[src/rtl/smc_pkg.sv]
package smc_pkg;

   // ------------------------------------------------------------------
   // Register map (byte addresses on the APB bus)
   // ------------------------------------------------------------------
   localparam logic [7:0] SMC_SYSCTL_OFF = 8'h00;
   localparam logic [7:0] SMC_DIVCTL_OFF = 8'h04;
   localparam logic [7:0] SMC_CMD_OFF = 8'h08;
   localparam logic [7:0] SMC_STATUS_OFF = 8'h0c;

   // ------------------------------------------------------------------
   // Field positions and reset values
   // ------------------------------------------------------------------
   localparam int SMC_DEEP_SEL_BIT = 7;
   localparam int SMC_STS_LSB = 4;
   localparam int SMC_NMI_EDGE_BIT = 2;
   localparam int SMC_MEM_EN_BIT = 0;
   localparam logic [7:0] SMC_SYSCTL_RST = 8'h0b;
   localparam logic [1:0] SMC_DIV_RST = 2'h0;
   localparam int SMC_CMD_SLEEP_BIT = 0;
   localparam logic [1:0] SMC_REFRESH_INIT_MASK = 2'h3;

   // ------------------------------------------------------------------
   // Settle wait lengths in states of the divided clock
   // ------------------------------------------------------------------
   localparam int SMC_WAIT_W = 18;
   localparam logic [17:0] SMC_WAIT_8K = 18'h02000;
   localparam logic [17:0] SMC_WAIT_16K = 18'h04000;
   localparam logic [17:0] SMC_WAIT_32K = 18'h08000;
   localparam logic [17:0] SMC_WAIT_64K = 18'h10000;
   localparam logic [17:0] SMC_WAIT_128K = 18'h20000;
   localparam logic [17:0] SMC_WAIT_1K = 18'h00400;

   // Operating states, Gray coded along run -> standby -> settle.
   typedef enum logic [2:0] {
      SMC_RUN = 3'h0,
      SMC_SLEEP = 3'h4,
      SMC_SW_STANDBY_PIN = 3'h1,
      SMC_SETTLE = 3'h3,
      SMC_RST_HOLD = 3'h2,
      SMC_HW_STANDBY_PIN = 3'h6,
      SMC_HW_OSC = 3'h7
   } smc_state_e;

   // Controls handed to the rest of the chip.
   typedef struct packed {
      logic cpu_halt;
      logic clock_run;
      logic osc_run;
      logic periph_halt;
      logic periph_reset;
      logic dma_reset;
      logic chip_reset;
      logic refresh_init;
      logic port_hiz;
      logic irq_exception;
      logic reset_exception;
   } smc_ctl_s;

endpackage

[src/rtl/smc_controller.sv]
// Our own choices: the placing of the registers and the APB interface to the registers.
`timescale 1ns/1ps
module smc_controller
   import smc_pkg::*;
(
   input wire logic pclk,
   input wire logic presetn,
   input wire logic psel,
   input wire logic penable,
   input wire logic pwrite,
   input wire logic [7:0] paddr,
   input wire logic [31:0] pwdata,
   input wire logic [3:0] pstrb,
   output logic [31:0] prdata,
   output logic pready,
   output logic pslverr,
   input wire logic sleep_exec,
   input wire logic nmi_pin,
   input wire logic [2:0] ext_req_n,
   input wire logic [2:0] ext_req_en,
   input wire logic [2:0] ext_req_masked,
   input wire logic chip_init_pin_n,
   input wire logic standby_pin_n,
   output smc_ctl_s ctl,
   output logic onchip_memory_enable
);

   // ------------------------------------------------------------------
   // Pin synchronisers
   // ------------------------------------------------------------------
   logic [5:0] pin_s1_q;
   logic [5:0] pin_s2_q;
   logic nmi_prev_q;
   logic nmi_s;
   logic init_n_s;
   logic standby_pin_n_s;
   logic [2:0] req_n_s;

   // Two flops per pin; the first stage feeds nothing but the second.
   always_ff @(posedge pclk or negedge presetn) begin
      if (!presetn) begin
         pin_s1_q <= 6'h3f;
         pin_s2_q <= 6'h3f;
      end else begin
         pin_s1_q <= {nmi_pin, ext_req_n, chip_init_pin_n, standby_pin_n};
         pin_s2_q <= pin_s1_q;
      end
   end

   assign nmi_s = pin_s2_q[5];
   assign req_n_s = pin_s2_q[4:2];
   assign init_n_s = pin_s2_q[1];
   assign standby_pin_n_s = pin_s2_q[0];

   // Edge history of the synchronised NMI.
   always_ff @(posedge pclk or negedge presetn) begin
      if (!presetn) begin
         nmi_prev_q <= 1'b1;
      end else begin
         nmi_prev_q <= nmi_s;
      end
   end

   // ------------------------------------------------------------------
   // Registers
   // ------------------------------------------------------------------
   logic deep_standby_select_q;
   logic [2:0] settle_sel_q;
   logic nonmaskable_edge_select_q;
   logic mem_en_q;
   logic [1:0] div_q;
   logic wr_en;
   logic sleep_cmd;
   smc_state_e state_q;
   smc_state_e state_d;

   assign wr_en = psel && penable && pwrite && pstrb[0];
   assign sleep_cmd = sleep_exec
      || (wr_en && paddr == SMC_CMD_OFF && pwdata[SMC_CMD_SLEEP_BIT]);

   // System control bits; deep select survives an interrupt wake.
   always_ff @(posedge pclk or negedge presetn) begin
      if (!presetn) begin
         deep_standby_select_q <= SMC_SYSCTL_RST[SMC_DEEP_SEL_BIT];
         settle_sel_q <= SMC_SYSCTL_RST[SMC_STS_LSB +: 3];
         nonmaskable_edge_select_q <= SMC_SYSCTL_RST[SMC_NMI_EDGE_BIT];
         mem_en_q <= SMC_SYSCTL_RST[SMC_MEM_EN_BIT];
      end else if (state_q == SMC_HW_STANDBY_PIN) begin
         // Hardware standby resets everything except the RAM array.
         deep_standby_select_q <= SMC_SYSCTL_RST[SMC_DEEP_SEL_BIT];
         settle_sel_q <= SMC_SYSCTL_RST[SMC_STS_LSB +: 3];
         nonmaskable_edge_select_q <= SMC_SYSCTL_RST[SMC_NMI_EDGE_BIT];
         mem_en_q <= SMC_SYSCTL_RST[SMC_MEM_EN_BIT];
      end else if (wr_en && paddr == SMC_SYSCTL_OFF) begin
         deep_standby_select_q <= pwdata[SMC_DEEP_SEL_BIT];
         settle_sel_q <= pwdata[SMC_STS_LSB +: 3];
         nonmaskable_edge_select_q <= pwdata[SMC_NMI_EDGE_BIT];
         mem_en_q <= pwdata[SMC_MEM_EN_BIT];
      end
   end

   // Clock divide setting.
   always_ff @(posedge pclk or negedge presetn) begin
      if (!presetn) begin
         div_q <= SMC_DIV_RST;
      end else if (state_q == SMC_HW_STANDBY_PIN) begin
         div_q <= SMC_DIV_RST;
      end else if (wr_en && paddr == SMC_DIVCTL_OFF) begin
         div_q <= pwdata[1:0];
      end
   end

   assign onchip_memory_enable = mem_en_q;

   // ------------------------------------------------------------------
   // APB read side
   // ------------------------------------------------------------------
   assign pready = 1'b1;
   assign pslverr = psel && penable && (paddr[7:4] != 4'h0 || paddr[1:0] != 2'h0);

   // Read data is registered from the setup phase so it is stable in access.
   always_ff @(posedge pclk or negedge presetn) begin
      if (!presetn) begin
         prdata <= 32'h0;
      end else if (psel && !penable && !pwrite) begin
         case (paddr)
            SMC_SYSCTL_OFF: prdata <= {24'h0, deep_standby_select_q, settle_sel_q,
               1'b1, nonmaskable_edge_select_q, 1'b1, mem_en_q};
            SMC_DIVCTL_OFF: prdata <= {30'h0, div_q};
            SMC_STATUS_OFF: prdata <= {29'h0, state_q};
            default: prdata <= 32'h0;
         endcase
      end
   end

   // ------------------------------------------------------------------
   // Settle wait: counts states of the divided clock
   // ------------------------------------------------------------------
   function automatic logic [17:0] smc_wait_len(input logic [2:0] sel);
      case (sel)
         3'h0: smc_wait_len = SMC_WAIT_8K;
         3'h1: smc_wait_len = SMC_WAIT_16K;
         3'h2: smc_wait_len = SMC_WAIT_32K;
         3'h3: smc_wait_len = SMC_WAIT_64K;
         3'h4: smc_wait_len = SMC_WAIT_128K;
         3'h5: smc_wait_len = SMC_WAIT_1K;
         // Illegal patterns fall back to the longest wait, the safe side.
         default: smc_wait_len = SMC_WAIT_128K;
      endcase
   endfunction

   logic [2:0] div_cnt_q;
   logic state_tick;
   logic [17:0] wait_q;

   // Prescaler giving one enable per 1, 2, 4 or 8 clocks.
   always_ff @(posedge pclk or negedge presetn) begin
      if (!presetn) begin
         div_cnt_q <= 3'h0;
      end else if (state_q != SMC_SETTLE) begin
         div_cnt_q <= 3'h0;
      end else begin
         div_cnt_q <= div_cnt_q + 3'h1;
      end
   end

   always_comb begin
      case (div_q)
         2'h0: state_tick = 1'b1;
         2'h1: state_tick = div_cnt_q[0];
         2'h2: state_tick = &div_cnt_q[1:0];
         default: state_tick = &div_cnt_q;
      endcase
   end

   // Wait counter, loaded on entry to the settle phase.
   always_ff @(posedge pclk or negedge presetn) begin
      if (!presetn) begin
         wait_q <= 18'h0;
      end else if (state_q != SMC_SETTLE) begin
         wait_q <= smc_wait_len(settle_sel_q);
      end else if (state_tick && wait_q != 18'h0) begin
         wait_q <= wait_q - 18'h1;
      end
   end

   // ------------------------------------------------------------------
   // Wake sources
   // ------------------------------------------------------------------
   logic nmi_edge;
   logic req_wake;
   logic wake;

   // Selected NMI edge, then the enabled and unmasked request lines only.
   assign nmi_edge = nonmaskable_edge_select_q ? (nmi_s && !nmi_prev_q)
                                               : (!nmi_s && nmi_prev_q);
   assign req_wake = |(~req_n_s & ext_req_en & ~ext_req_masked);
   assign wake = nmi_edge || req_wake;

   // ------------------------------------------------------------------
   // State machine
   // ------------------------------------------------------------------
   always_comb begin
      state_d = state_q;
      case (state_q)
         SMC_RUN: begin
            if (sleep_cmd) begin
               state_d = deep_standby_select_q ? SMC_SW_STANDBY_PIN : SMC_SLEEP;
            end
         end
         SMC_SLEEP: begin
            if (wake) begin
               state_d = SMC_RUN;
            end
         end
         SMC_SW_STANDBY_PIN: begin
            if (!init_n_s) begin
               state_d = SMC_RST_HOLD;
            end else if (wake) begin
               state_d = SMC_SETTLE;
            end
         end
         SMC_SETTLE: begin
            if (wait_q == 18'h0) begin
               state_d = SMC_RUN;
            end
         end
         SMC_RST_HOLD: begin
            if (init_n_s) begin
               state_d = SMC_RUN;
            end
         end
         SMC_HW_STANDBY_PIN: begin
            state_d = SMC_HW_OSC;
         end
         SMC_HW_OSC: begin
            if (init_n_s) begin
               state_d = SMC_RUN;
            end
         end
         default: state_d = SMC_RUN;
      endcase
      // The standby pin wins from any state; leaving needs it high.
      if (!standby_pin_n_s) begin
         state_d = SMC_HW_STANDBY_PIN;
      end else if (state_q == SMC_HW_STANDBY_PIN) begin
         state_d = SMC_HW_OSC;
      end
      // Reset low outside standby holds the chip in reset.
      if (standby_pin_n_s && !init_n_s && (state_q == SMC_RUN || state_q == SMC_SLEEP
            || state_q == SMC_SETTLE)) begin
         state_d = SMC_RST_HOLD;
      end
   end

   always_ff @(posedge pclk or negedge presetn) begin
      if (!presetn) begin
         state_q <= SMC_RST_HOLD;
      end else begin
         state_q <= state_d;
      end
   end

   // Exception requests fire once when leaving settle, reset hold or the oscillator wait after hardware standby.
   logic irq_exc_q;
   logic rst_exc_q;

   always_ff @(posedge pclk or negedge presetn) begin
      if (!presetn) begin
         irq_exc_q <= 1'b0;
         rst_exc_q <= 1'b0;
      end else begin
         irq_exc_q <= state_q == SMC_SETTLE && state_d == SMC_RUN;
         rst_exc_q <= (state_q == SMC_RST_HOLD || state_q == SMC_HW_OSC)
            && state_d == SMC_RUN;
      end
   end

   // ------------------------------------------------------------------
   // Chip controls
   // ------------------------------------------------------------------
   logic sw_standby_pin;
   logic hw_standby_pin;
   logic sw_entry_q;

   assign sw_standby_pin = state_q == SMC_SW_STANDBY_PIN || state_q == SMC_SETTLE;
   assign hw_standby_pin = state_q == SMC_HW_STANDBY_PIN;

   // Refresh init is a one-shot on entry, other refresh bits hold.
   always_ff @(posedge pclk or negedge presetn) begin
      if (!presetn) begin
         sw_entry_q <= 1'b0;
      end else begin
         sw_entry_q <= state_q != SMC_SW_STANDBY_PIN && state_d == SMC_SW_STANDBY_PIN;
      end
   end

   // CPU state, RAM and port settings are untouched in software standby:
   // nothing here resets them, and port_hiz stays low so pins keep driving.
   always_comb begin
      ctl.cpu_halt = state_q != SMC_RUN;
      ctl.clock_run = !(state_q == SMC_SW_STANDBY_PIN || hw_standby_pin);
      ctl.osc_run = state_q != SMC_SW_STANDBY_PIN && !hw_standby_pin;
      ctl.periph_halt = sw_standby_pin || hw_standby_pin;
      ctl.periph_reset = sw_standby_pin || hw_standby_pin || state_q == SMC_HW_OSC;
      ctl.dma_reset = sw_standby_pin || hw_standby_pin || state_q == SMC_HW_OSC;
      ctl.chip_reset = hw_standby_pin || state_q == SMC_HW_OSC
         || state_q == SMC_RST_HOLD;
      ctl.refresh_init = sw_entry_q && (SMC_REFRESH_INIT_MASK != 2'h0);
      ctl.port_hiz = hw_standby_pin;
      ctl.irq_exception = irq_exc_q;
      ctl.reset_exception = rst_exc_q;
   end

endmodule // smc_controller

[config.mk]
export PLATFORM = sky130hd
export DESIGN_NAME = smc_controller
export DESIGN_NICKNAME = d
export VERILOG_FILES = /design/src/rtl/smc_pkg.sv /design/src/rtl/smc_controller.sv
export SDC_FILE = /design/constraint.sdc
export NUM_CORES = 1
export LEC_CHECK = 0
export ABC_AREA = 1
export BUFFER_PORTS_ARGS = -buffer_cell sky130_fd_sc_hd__buf_4
export CAP_MARGIN = 15
export CORE_UTILIZATION = 35
export DETAILED_ROUTE_END_ITERATION = 16
export PLACE_DENSITY = 0.69
export SLEW_MARGIN = 20
export SYNTH_ARGS = -nofsm -noshare
export SYNTH_HDL_FRONTEND = slang
export SYNTH_SLANG_ARGS = --single-unit
[constraint.sdc]
create_clock -name pclk -period 1.8 [get_ports pclk]
set_clock_uncertainty 0.2 [all_clocks]
set_input_delay 0.18 -clock pclk [delete_from_list [all_inputs] [get_ports pclk]]
set_output_delay 0.18 -clock pclk [all_outputs]
set_load 0.01 [all_outputs]
==> metrics.yaml, run 1 <==
postLayoutCellArea_sq_um: 4040
drt_iter0_markers: 170
crit_path_max_fanout: 6
place_congestion: 0.872
yosysTopAreaCell: "dfrtp_1"
worstMarginPinSlew_ns: 0.690
rsz0062_at_grt: "true"
initial_core_util_pct: 36.7
setup_viol: 0
ant_nets: 0
grt_pass1_vias: 2486
dp_hpwl_um: 4980
syn_avg_cell_area_sq_um: 8.12
leakage_nw: 1.99
yosys.area.top_type_share_pct: 33.5
synth.ff_latch_count: 56
io_pins: 108
crit_type: "flop to flop"
route.detailed.drc: 0
endpoint_kind: "flop"
fp.dieW_um: 95.6
dr.pass1.iters: 4
fin_nets: 532
comb_power_share_pct: 50.8
syn-instance-count: 377
antenna_found_initial: 0
period_minus_slack_ns: 1.78
peakVddDrop_uv: 548
cts_tree: "done"
place_area_sq_um: 3590
wl_um: 6760
max_freq_mhz: 561
die_h_um: 95.6
clkPwrFrac_pct: 15.9
wl_per_cell_um: 11.8
arrival_ns: 1.78
netlist_area_sq_um: 3060
worst_hold_slack_ns: 0.0346
cts_buffers: 5
slew_violations: 0
grt_usage_pct: 15.3
numPortBuffers: 54
die_area_sq_um: 9130
startpoint_type: "flop"
cap_violations: 0
hold_viol_final: 0
yosys_warnings: 0
placementRows: 33
num_antenna_cells: 0
cts.sinks: 56
final_layout_size_suffix_gt1_share_pct: 32.5
hold_path.class: "input port to flop"
p_per_area_nw_per_um2: 1120
vias: 2638
status: "completed"
clk_latency_ns: 0.31
cts.reportedPaths.clkPinSlew_ns: 0.11
vias_per_cell: 4.60
synthTopCellsByArea: "dfrtp_1 33%, dfstp_2 13%, nand2_1 8.8%, buf_4 7.8%, nor2_1 6.1%"
power.internal_mw: 2.66
syn2layout_area_growth_pct: 31.8
worstPathRequired_ns: 1.79
power_switching_mw: 1.88
p_total_mw: 4.53
switching_share_pct: 41.4
grt_max_degree: 57
grt_pass1_wl_um: 10900
seqPwrFrac_pct: 33.3
core-area_sq_um: 8340
maxSlewHeadroom_pct: 54.0
cts.path.max_buffers: 2
ys_types: 33
finalCritPeriodShare_pct: 99.1
synth-seq-area-share_pct: 46.4
cts-root-buf: "clkbuf_8"
cts_max_level: 2
grt.overflow.total: 0
## layout by cell type, fill, tap and decap left out, types with 6 or more instances in the layout
master / instances
nor2_1: 45
conb_1: 25
nor3_1: 8
nor2_2: 10
o21ai_1: 6
nand2_2: 9
buf_4: 77
dlygate4sd3_1: 16
dfrtp_1: 40
inv_1: 38
nand3_1: 9
o31ai_1: 6
o21ai_0: 22
dfstp_2: 15
a21oi_1: 8
nand2_1: 67
nor2_4: 6
## Yosys cell counts, drive strengths merged
master  instances
or2             1
o211ai          2
o21ai          28
conb            2
nor2           61
nand2          81
nand3b          4
inv            46
nor4            4
a21oi           9
a31oi           2
o31ai           7
dfrtp          41
dfstp          15
nor3            8
xor2            3
clkinv          1
nand4           4
buf            35
a211oi          3
xnor2           4
nand3          13
ha              3
## path summary, 6_finish.rpt
path / start / to / slack [ns] / cells past startpoint
worst max-delay path: wait_q[0]$_DFFE_PN0P_ / wait_q[13]$_DFFE_PN0P_ / 0.02 / 10
worst min register to register: pin_s1_q[5]$_DFF_PN1_ / pin_s2_q[5]$_DFF_PN1_ / 0.16 / 0
worst min-delay path: psel / prdata[2]$_DFFE_PN0P_ / 0.03 / 5
worst max register to register: wait_q[0]$_DFFE_PN0P_ / wait_q[13]$_DFFE_PN0P_ / 0.02 / 10
max in group asynchronous: presetn / wait_q[6]$_DFFE_PN0P_ / 0.68 / 2
min in group asynchronous: presetn / wait_q[15]$_DFFE_PN0P_ / 0.25 / 2
## routing by layer
| metal | share of wire, % | track usage [%] | vias up | wire (um) |
|---|---|---|---|---|
| met3 | 3.9 | 2.79 | 9 | 263 |
| li1 | - | - | 1331 | - |
| met4 | 1.9 | 5.22 | 0 | 131 |
| met2 | 48 | 25.0 | 63 | 3280 |
| met1 | 46 | 20.3 | 1235 | 3090 |
| met5 | 0 | 0 | - | 0 |
## metrics by stage
step           TNS, ns  util, %  cells  setup WS (ns)
6_report             0     48.4    573         0.0160
5_1_grt         -0.469     48.4    573        -0.0575
4_1_cts              0     46.6    572        0.00427
3_5_place_dp    -0.655     43.1    547        -0.0755
3_3_place_gp    -0.509     43.1    547        -0.0675
2_1_floorplan        0        -    400          0.101
## kinds of logic after synthesis
group                    after synthesis  share of synthesized area (%)
adder cells (fa/ha/maj)                3                           1.23
AO/OA/AOI/OAI                         51                           9.52
flip-flops                            56                           46.4
XOR/XNOR                               7                           2.00
buffers and inverters                 82                           14.5
AND/OR/NAND/NOR                      176                           26.1
other                                  2                          0.245
## sequential cells by signal (all words and copies together), names as in the netlist, 2 cells and up
signal        cells
pin_s1_q          6
settle_sel_q      3
state_q           3
prdata            8
pin_s2_q          6
div_cnt_q         3
div_q             2
wait_q           18
## power groups by stage
stage	Sequential [mW]	Clock (mW)	Combinational [mW]
after floorplan	1.52	0	1.37
final	1.51	0.720	2.30
after CTS	1.50	0.754	2.11
after global routing	1.53	0.785	2.54
after global placement	1.52	0	1.96
after detailed placement	1.53	0	2.01
## critical path, cell delays in order, from the launching register on
cell	delay, ns
dfrtp_1	0.40
inv_2	0.09
ha_4	0.15
nand2_4	0.06
nor2_4	0.15
nand3_4	0.10
nand2_4	0.12
nand2_4	0.09
buf_6	0.13
o21ai_0	0.08
nand2_1	0.10
## cell type report
class,count,area (sq um)
clock inverters,3,26.3
clock buffers,5,68.8
fillers,837,4300
well taps,105,131
flip-flops and latches,56,1420
inverters,47,189
multi-input cells,262,1440
repair buffers,95,761
## repair_timing
item | CTS | global route
setup buffers | 1 | 1
endpoints found under the hold margin | 56 | 0
resized for setup | 12 | 37
pin swaps | 5 | 15
setup endpoints to repair | 18 | 29
hold buffers | 16 | 0
(Power assumes the default switching activity.)
==> inputs of run 2 (changes only) <==
==> constraint.sdc (replaced) <==
create_clock -name pclk -period 1.58 [get_ports pclk]
set_clock_uncertainty 0.2 [all_clocks]
set_input_delay 0.158 -clock pclk [delete_from_list [all_inputs] [get_ports pclk]]
set_output_delay 0.158 -clock pclk [all_outputs]
set_load 0.01 [all_outputs]
==> metrics.yaml, run 2 (same netlist as run 1, synthesis figures left out) <==
crit_path_max_fanout: 6  # unchanged
cts.sinks: 56  # unchanged
grt_usage_pct: 17.7  # +2.4 points
cap_violations: 0  # unchanged
rsz0062_at_grt: "true"
cts_buffers: 5  # unchanged
io_pins: 108  # unchanged
num_antenna_cells: 0  # unchanged
nFillCells: 742  # -11%
cp_common_cell: "nand2_4"
top_register: "wait_q"
placementRows: 33  # unchanged
post-place-ws_ns: -0.170  # -0.0941 ns
crit_type: "flop to flop"
numPortBuffers: 54  # unchanged
drt_iter0_markers: 157  # -7.6%
fin_cells: 617  # +7.7%
finalCritPeriodShare_pct: 115  # +16 points
grt.overflow.total: 0  # unchanged
core-area_sq_um: 8340  # unchanged
fp.dieW_um: 95.6  # unchanged
largest_reg_flops: 18  # unchanged
slew_violations: 0  # unchanged
syn2layout_area_growth_pct: 50.0
dp_hpwl_um: 5590  # +12%
vias_per_cell: 4.66  # +1.2%
cts-root-buf: "clkbuf_8"
p_per_area_nw_per_um2: 1390  # +24%
multi_input_area_sq_um: 1560  # +8.4%
max_freq_mhz: 552  # -1.5%
grt_max_degree: 25  # -56%
die_h_um: 95.6  # unchanged
final_common_cell: "buf_4"
startpoint_type: "flop"
arrival_ns: 1.86  # +0.08 ns
reg2reg_slack_ns: -0.23  # -0.25 ns
die_area_sq_um: 9130  # unchanged
initial_core_util_pct: 36.7  # unchanged
cts.path.max_buffers: 2  # unchanged
status: "complete, but fails checks"
ant_nets: 0  # unchanged
leakage_nw: 2.27  # +14%
hold_path.class: "input port to flop"
cts.reportedPaths.clkPinSlew_ns: 0.11  # about the same
setup_ws_ns: -0.231  # -0.247 ns
crit_slowest_cell: "dfrtp_1"
slowest_delay_ns: 0.42  # +0.02 ns
grt_pass1_wl_um: 12400  # +13%
setup_viol: 33  # +33
vias: 2874  # +8.9%
period_minus_slack_ns: 1.81  # +0.0271 ns
final_layout_size_suffix_gt1_share_pct: 43.8  # +11 points
route.detailed.drc: 0  # unchanged
dr.pass1.iters: 5  # +1
cts_tree: "done"
place_congestion: 0.891  # +2.2%
worstPathRequired_ns: 1.63  # -0.16 ns
wl_per_cell_um: 12.9  # +9.0%
hold_viol_final: 0  # unchanged
cts_max_level: 2  # unchanged
endpoint_kind: "flop"
violations: "negative setup slack"
peakVddDrop_uv: 495  # -9.6%
crit_chain: "inv_2, ha_4, nand2_4, nor2_4, nand3_4, nand2_4, nand2_4, buf_6, o31ai_4, nor2_1, nor2_1"
antenna_found_initial: 0  # unchanged
dp.cells: 584  # +6.8%
top_regs: "wait_q x18, prdata x8"
grt_pass1_vias: 2774  # +12%
wl_um: 7940  # +17%
clk_latency_ns: 0.32  # about the same
final_cell_mix: "106 x buf_4, 65 x nand2_1, 39 x dfrtp_1"
fin_nets: 576  # +8.3%
seq_area_sq_um: 1420  # about the same
run 2: area by class of cell:
class | count | area share [%]
Multi-Input combinational cell | 262 | 34.0
Sequential cell | 56 | 31.0
Inverter | 47 | 4.33
Timing Repair Buffer | 139 | 25.4
Clock inverter | 2 | 0.381
Clock buffer | 6 | 2.04
Tap cell | 105 | 2.86
run 2: routing by layer:
layer / global-route usage, % / vias up / wire (um)
met1: 20.6 / 1350 / 3390
li1: - / 1419 / -
met3: 3.03 / 14 / 324
met4: 6.72 / 0 / 162
met2: 32.2 / 91 / 4060
met5: 0 / - / 0
run 2: critical path, delay by kind of cell, from the launching register on:
kind                     cells  cell delay, ns
AND/OR/NAND/NOR              7            0.72
flip-flops                   1            0.42
adder cells (fa/ha/maj)      1            0.15
buffers and inverters        2            0.23
AO/OA/AOI/OAI                1            0.05
run 2: stage by stage:
stage	total power [mW]	utilization [%]	area, sq um	hold slack [ns]	TNS, ns
floorplan	3.34	-	3190	-0.338	-0.0227
global placement	4.44	47.0	3920	-0.116	-2.24
detailed placement	4.50	47.0	3920	-0.109	-3.14
CTS	5.90	52.3	4360	0.0228	-3.43
global route	6.81	55.1	4590	0.0443	-7.04
finish	6.41	55.1	4590	0.0208	-4.50
run 2: worst paths after layout:
check	startpoint	end	cells past startpoint
setup reg to reg	wait_q[0]$_DFFE_PN0P_	wait_q[17]$_DFFE_PN0P_	11
setup / recovery	wait_q[0]$_DFFE_PN0P_	wait_q[17]$_DFFE_PN0P_	11
hold reg to reg	pin_s1_q[0]$_DFF_PN1_	pin_s2_q[0]$_DFF_PN1_	0
max in group asynchronous	presetn	nmi_prev_q$_DFF_PN1_	3
min in group asynchronous	presetn	wait_q[0]$_DFFE_PN0P_	2
hold / removal	pwrite	prdata[2]$_DFFE_PN0P_	5
run 2: timing repair:
| action | 4_1_cts | 5_1_grt |
|---|---|---|
| pin swaps | 16 | 28 |
| endpoints found under the setup margin | 38 | 39 |
| hold endpoints to repair | 56 | 0 |
| hold buffers | 14 | 0 |
| buffers inserted | 6 | 6 |
| resized for setup | 49 | 53 |
run 2: power breakdown:
group / switching (mW) / internal [mW]
Sequential: 0.130 / 1.61
Combinational: 1.92 / 1.84
Clock: 0.501 / 0.415
==> inputs of run 3 (changes only) <==
--- a/config.mk
+++ b/config.mk
@@ -6,11 +6,11 @@
 export NUM_CORES = 1
 export LEC_CHECK = 0
 export ABC_AREA = 1
-export BUFFER_PORTS_ARGS = -buffer_cell sky130_fd_sc_hd__buf_4
 export CAP_MARGIN = 15
 export CORE_UTILIZATION = 35
 export DETAILED_ROUTE_END_ITERATION = 16
-export PLACE_DENSITY = 0.69
+export DONT_BUFFER_PORTS = 1
+export PLACE_DENSITY = 0.58
 export SLEW_MARGIN = 20
 export SYNTH_ARGS = -nofsm -noshare
 export SYNTH_HDL_FRONTEND = slang
==> metrics.yaml, run 3 (same netlist as run 1, synthesis figures left out) <==
numPortBuffers: 0  # -100%
cts_hold_buf: 17  # +3
vias: 2688  # -6.5%
place_congestion: 0.852  # -4.4%
die_h_um: 95.6  # unchanged
cts.reportedPaths.clkPinSlew_ns: 0.10  # about the same
crit_family: "flip-flops"
crit_chain: "buf_6, buf_4, nand2_4, inv_6, buf_12, nand2_1, a31oi_2, inv_1"
period_minus_slack_ns: 1.78  # -0.0351 ns
finalCritPeriodShare_pct: 112  # -2.2 points
final_layout_size_suffix_gt1_share_pct: 40.0  # -3.7 points
drt_iter0_markers: 89  # -43%
fin_util_pct: 51.1  # -4.0 points
cts_max_level: 2  # unchanged
final_cell_mix: "60 x nand2_1, 56 x buf_4, 40 x dfrtp_1"
ant_nets: 0  # unchanged
slowest_delay_ns: 0.60  # +0.18 ns
initial_core_util_pct: 36.7  # unchanged
syn2layout_area_growth_pct: 39.1
crit_buf_inv: 5  # +3
worst_hold_slack_ns: -0.659  # -0.680 ns
placementRows: 33  # unchanged
top_regs: "wait_q x18, prdata x8"
final_common_cell: "nand2_1"
wl_um: 7420  # -6.5%
cap_violations: 0  # unchanged
cts.path.max_buffers: 2  # unchanged
die_area_sq_um: 9130  # unchanged
arrival_ns: 1.78  # -0.08 ns
fin_nets: 526  # -8.7%
hold_path.class: "input port to asynchronous set/reset pin"
route.detailed.drc: 0  # unchanged
grt_usage_pct: 15.8  # -1.9 points
fp.dieW_um: 95.6  # unchanged
dr.pass1.iters: 5  # unchanged
setup_viol: 32  # -3.0%
startpoint_type: "flop"
nFillCells: 776  # +4.6%
top_register: "wait_q"
grt_pass1_vias: 2377  # -14%
cts-root-buf: "clkbuf_8"
wl_per_cell_um: 13.1  # +1.7%
crit_type: "flop to flop"
io_pins: 108  # unchanged
antenna_found_initial: 0  # unchanged
status: "complete, but fails checks"
leakage_nw: 2.02  # -11%
num_antenna_cells: 0  # unchanged
vias_per_cell: 4.74  # +1.8%
core-area_sq_um: 8340  # unchanged
setup_ws_ns: -0.196  # +0.0351 ns
grt_max_degree: 57  # +130%
slew_violations: 0  # unchanged
grt_pass1_wl_um: 11000  # -11%
rsz0062_at_grt: "true"
largest_reg_flops: 18  # unchanged
peakVddDrop_uv: 651  # +31%
hold_viol_final: 56  # +56
cts.sinks: 56  # unchanged
endpoint_kind: "flop"
crit_slowest_cell: "dfstp_2"
worstPathRequired_ns: 1.58  # -0.05 ns
p_per_area_nw_per_um2: 1460  # +4.5%
clk_latency_ns: 0.30  # -0.02 ns
dp_hpwl_um: 4940  # -12%
grt.overflow.total: 0  # unchanged
crit_path_max_fanout: 14  # +8
cts_buffers: 5  # unchanged
cts_tree: "done"
max_freq_mhz: 563  # +2.0%
violations: "negative hold slack, negative setup slack"
## run 3: area by class of cell
class / count / area, sq um / share of cell area, %
flip-flops and latches: 56 / 1420 / 33.4
multi-input cells: 262 / 1640 / 38.4
inverters: 47 / 191 / 4.49
well taps: 105 / 131 / 3.08
clock inverters: 3 / 22.5 / 0.529
clock buffers: 5 / 68.8 / 1.62
repair buffers: 89 / 788 / 18.5
## run 3: metal layers
metal / GRT usage, % / routed length, um / share of wire [%]
met1: 20.9 / 3330 / 45
met2: 26.4 / 3760 / 51
met3: 3.11 / 255 / 3.4
met4: 4.10 / 75 / 1.0
met5: 0 / 0 / 0
## run 3: final timing paths
check | slack [ns] | endpoint | cells after the start | from
max reg2reg | -0.20 | wait_q[16]$_DFFE_PN0P_ | 8 | state_q[1]$_DFF_PN1_
min in group pclk | 0.03 | div_q[1]$_DFFE_PN0P_ | 4 | penable
min | -0.66 | wait_q[7]$_DFFE_PN0P_ | 0 | presetn
max | -0.20 | wait_q[16]$_DFFE_PN0P_ | 8 | state_q[1]$_DFF_PN1_
min reg2reg | 0.16 | pin_s2_q[0]$_DFF_PN1_ | 0 | pin_s1_q[0]$_DFF_PN1_
max in group asynchronous | 1.64 | onchip_memory_enable$_DFFE_PN1P_ | 0 | presetn
## run 3: power breakdown
group	internal [mW]	switching, mW	leakage, nW
sequential	1.60	0.126	0.718
combinational	1.75	1.93	1.26
clock	0.319	0.476	0.0485
## run 3: per-stage QoR
stage | power [mW] | area, sq um | TNS (ns) | std cells | setup WS, ns
floorplan | 3.34 | 3190 | -0.0227 | 400 | -0.0227
global placement | 4.28 | 3450 | -2.04 | 522 | -0.155
detailed placement | 4.30 | 3450 | -2.56 | 522 | -0.195
CTS | 5.61 | 3920 | -3.18 | 557 | -0.176
global route | 6.64 | 4260 | -6.07 | 567 | -0.284
finish | 6.21 | 4260 | -3.85 | 567 | -0.196
## run 3: what timing repair did
item                                   in CTS  in global routing
pin swaps                                  10                 31
endpoints found under the hold margin      72                 56
gates resized for setup                    46                 74
setup buffers                               9                 11
setup endpoints to repair                  34                 40
cloned                                      1                  0
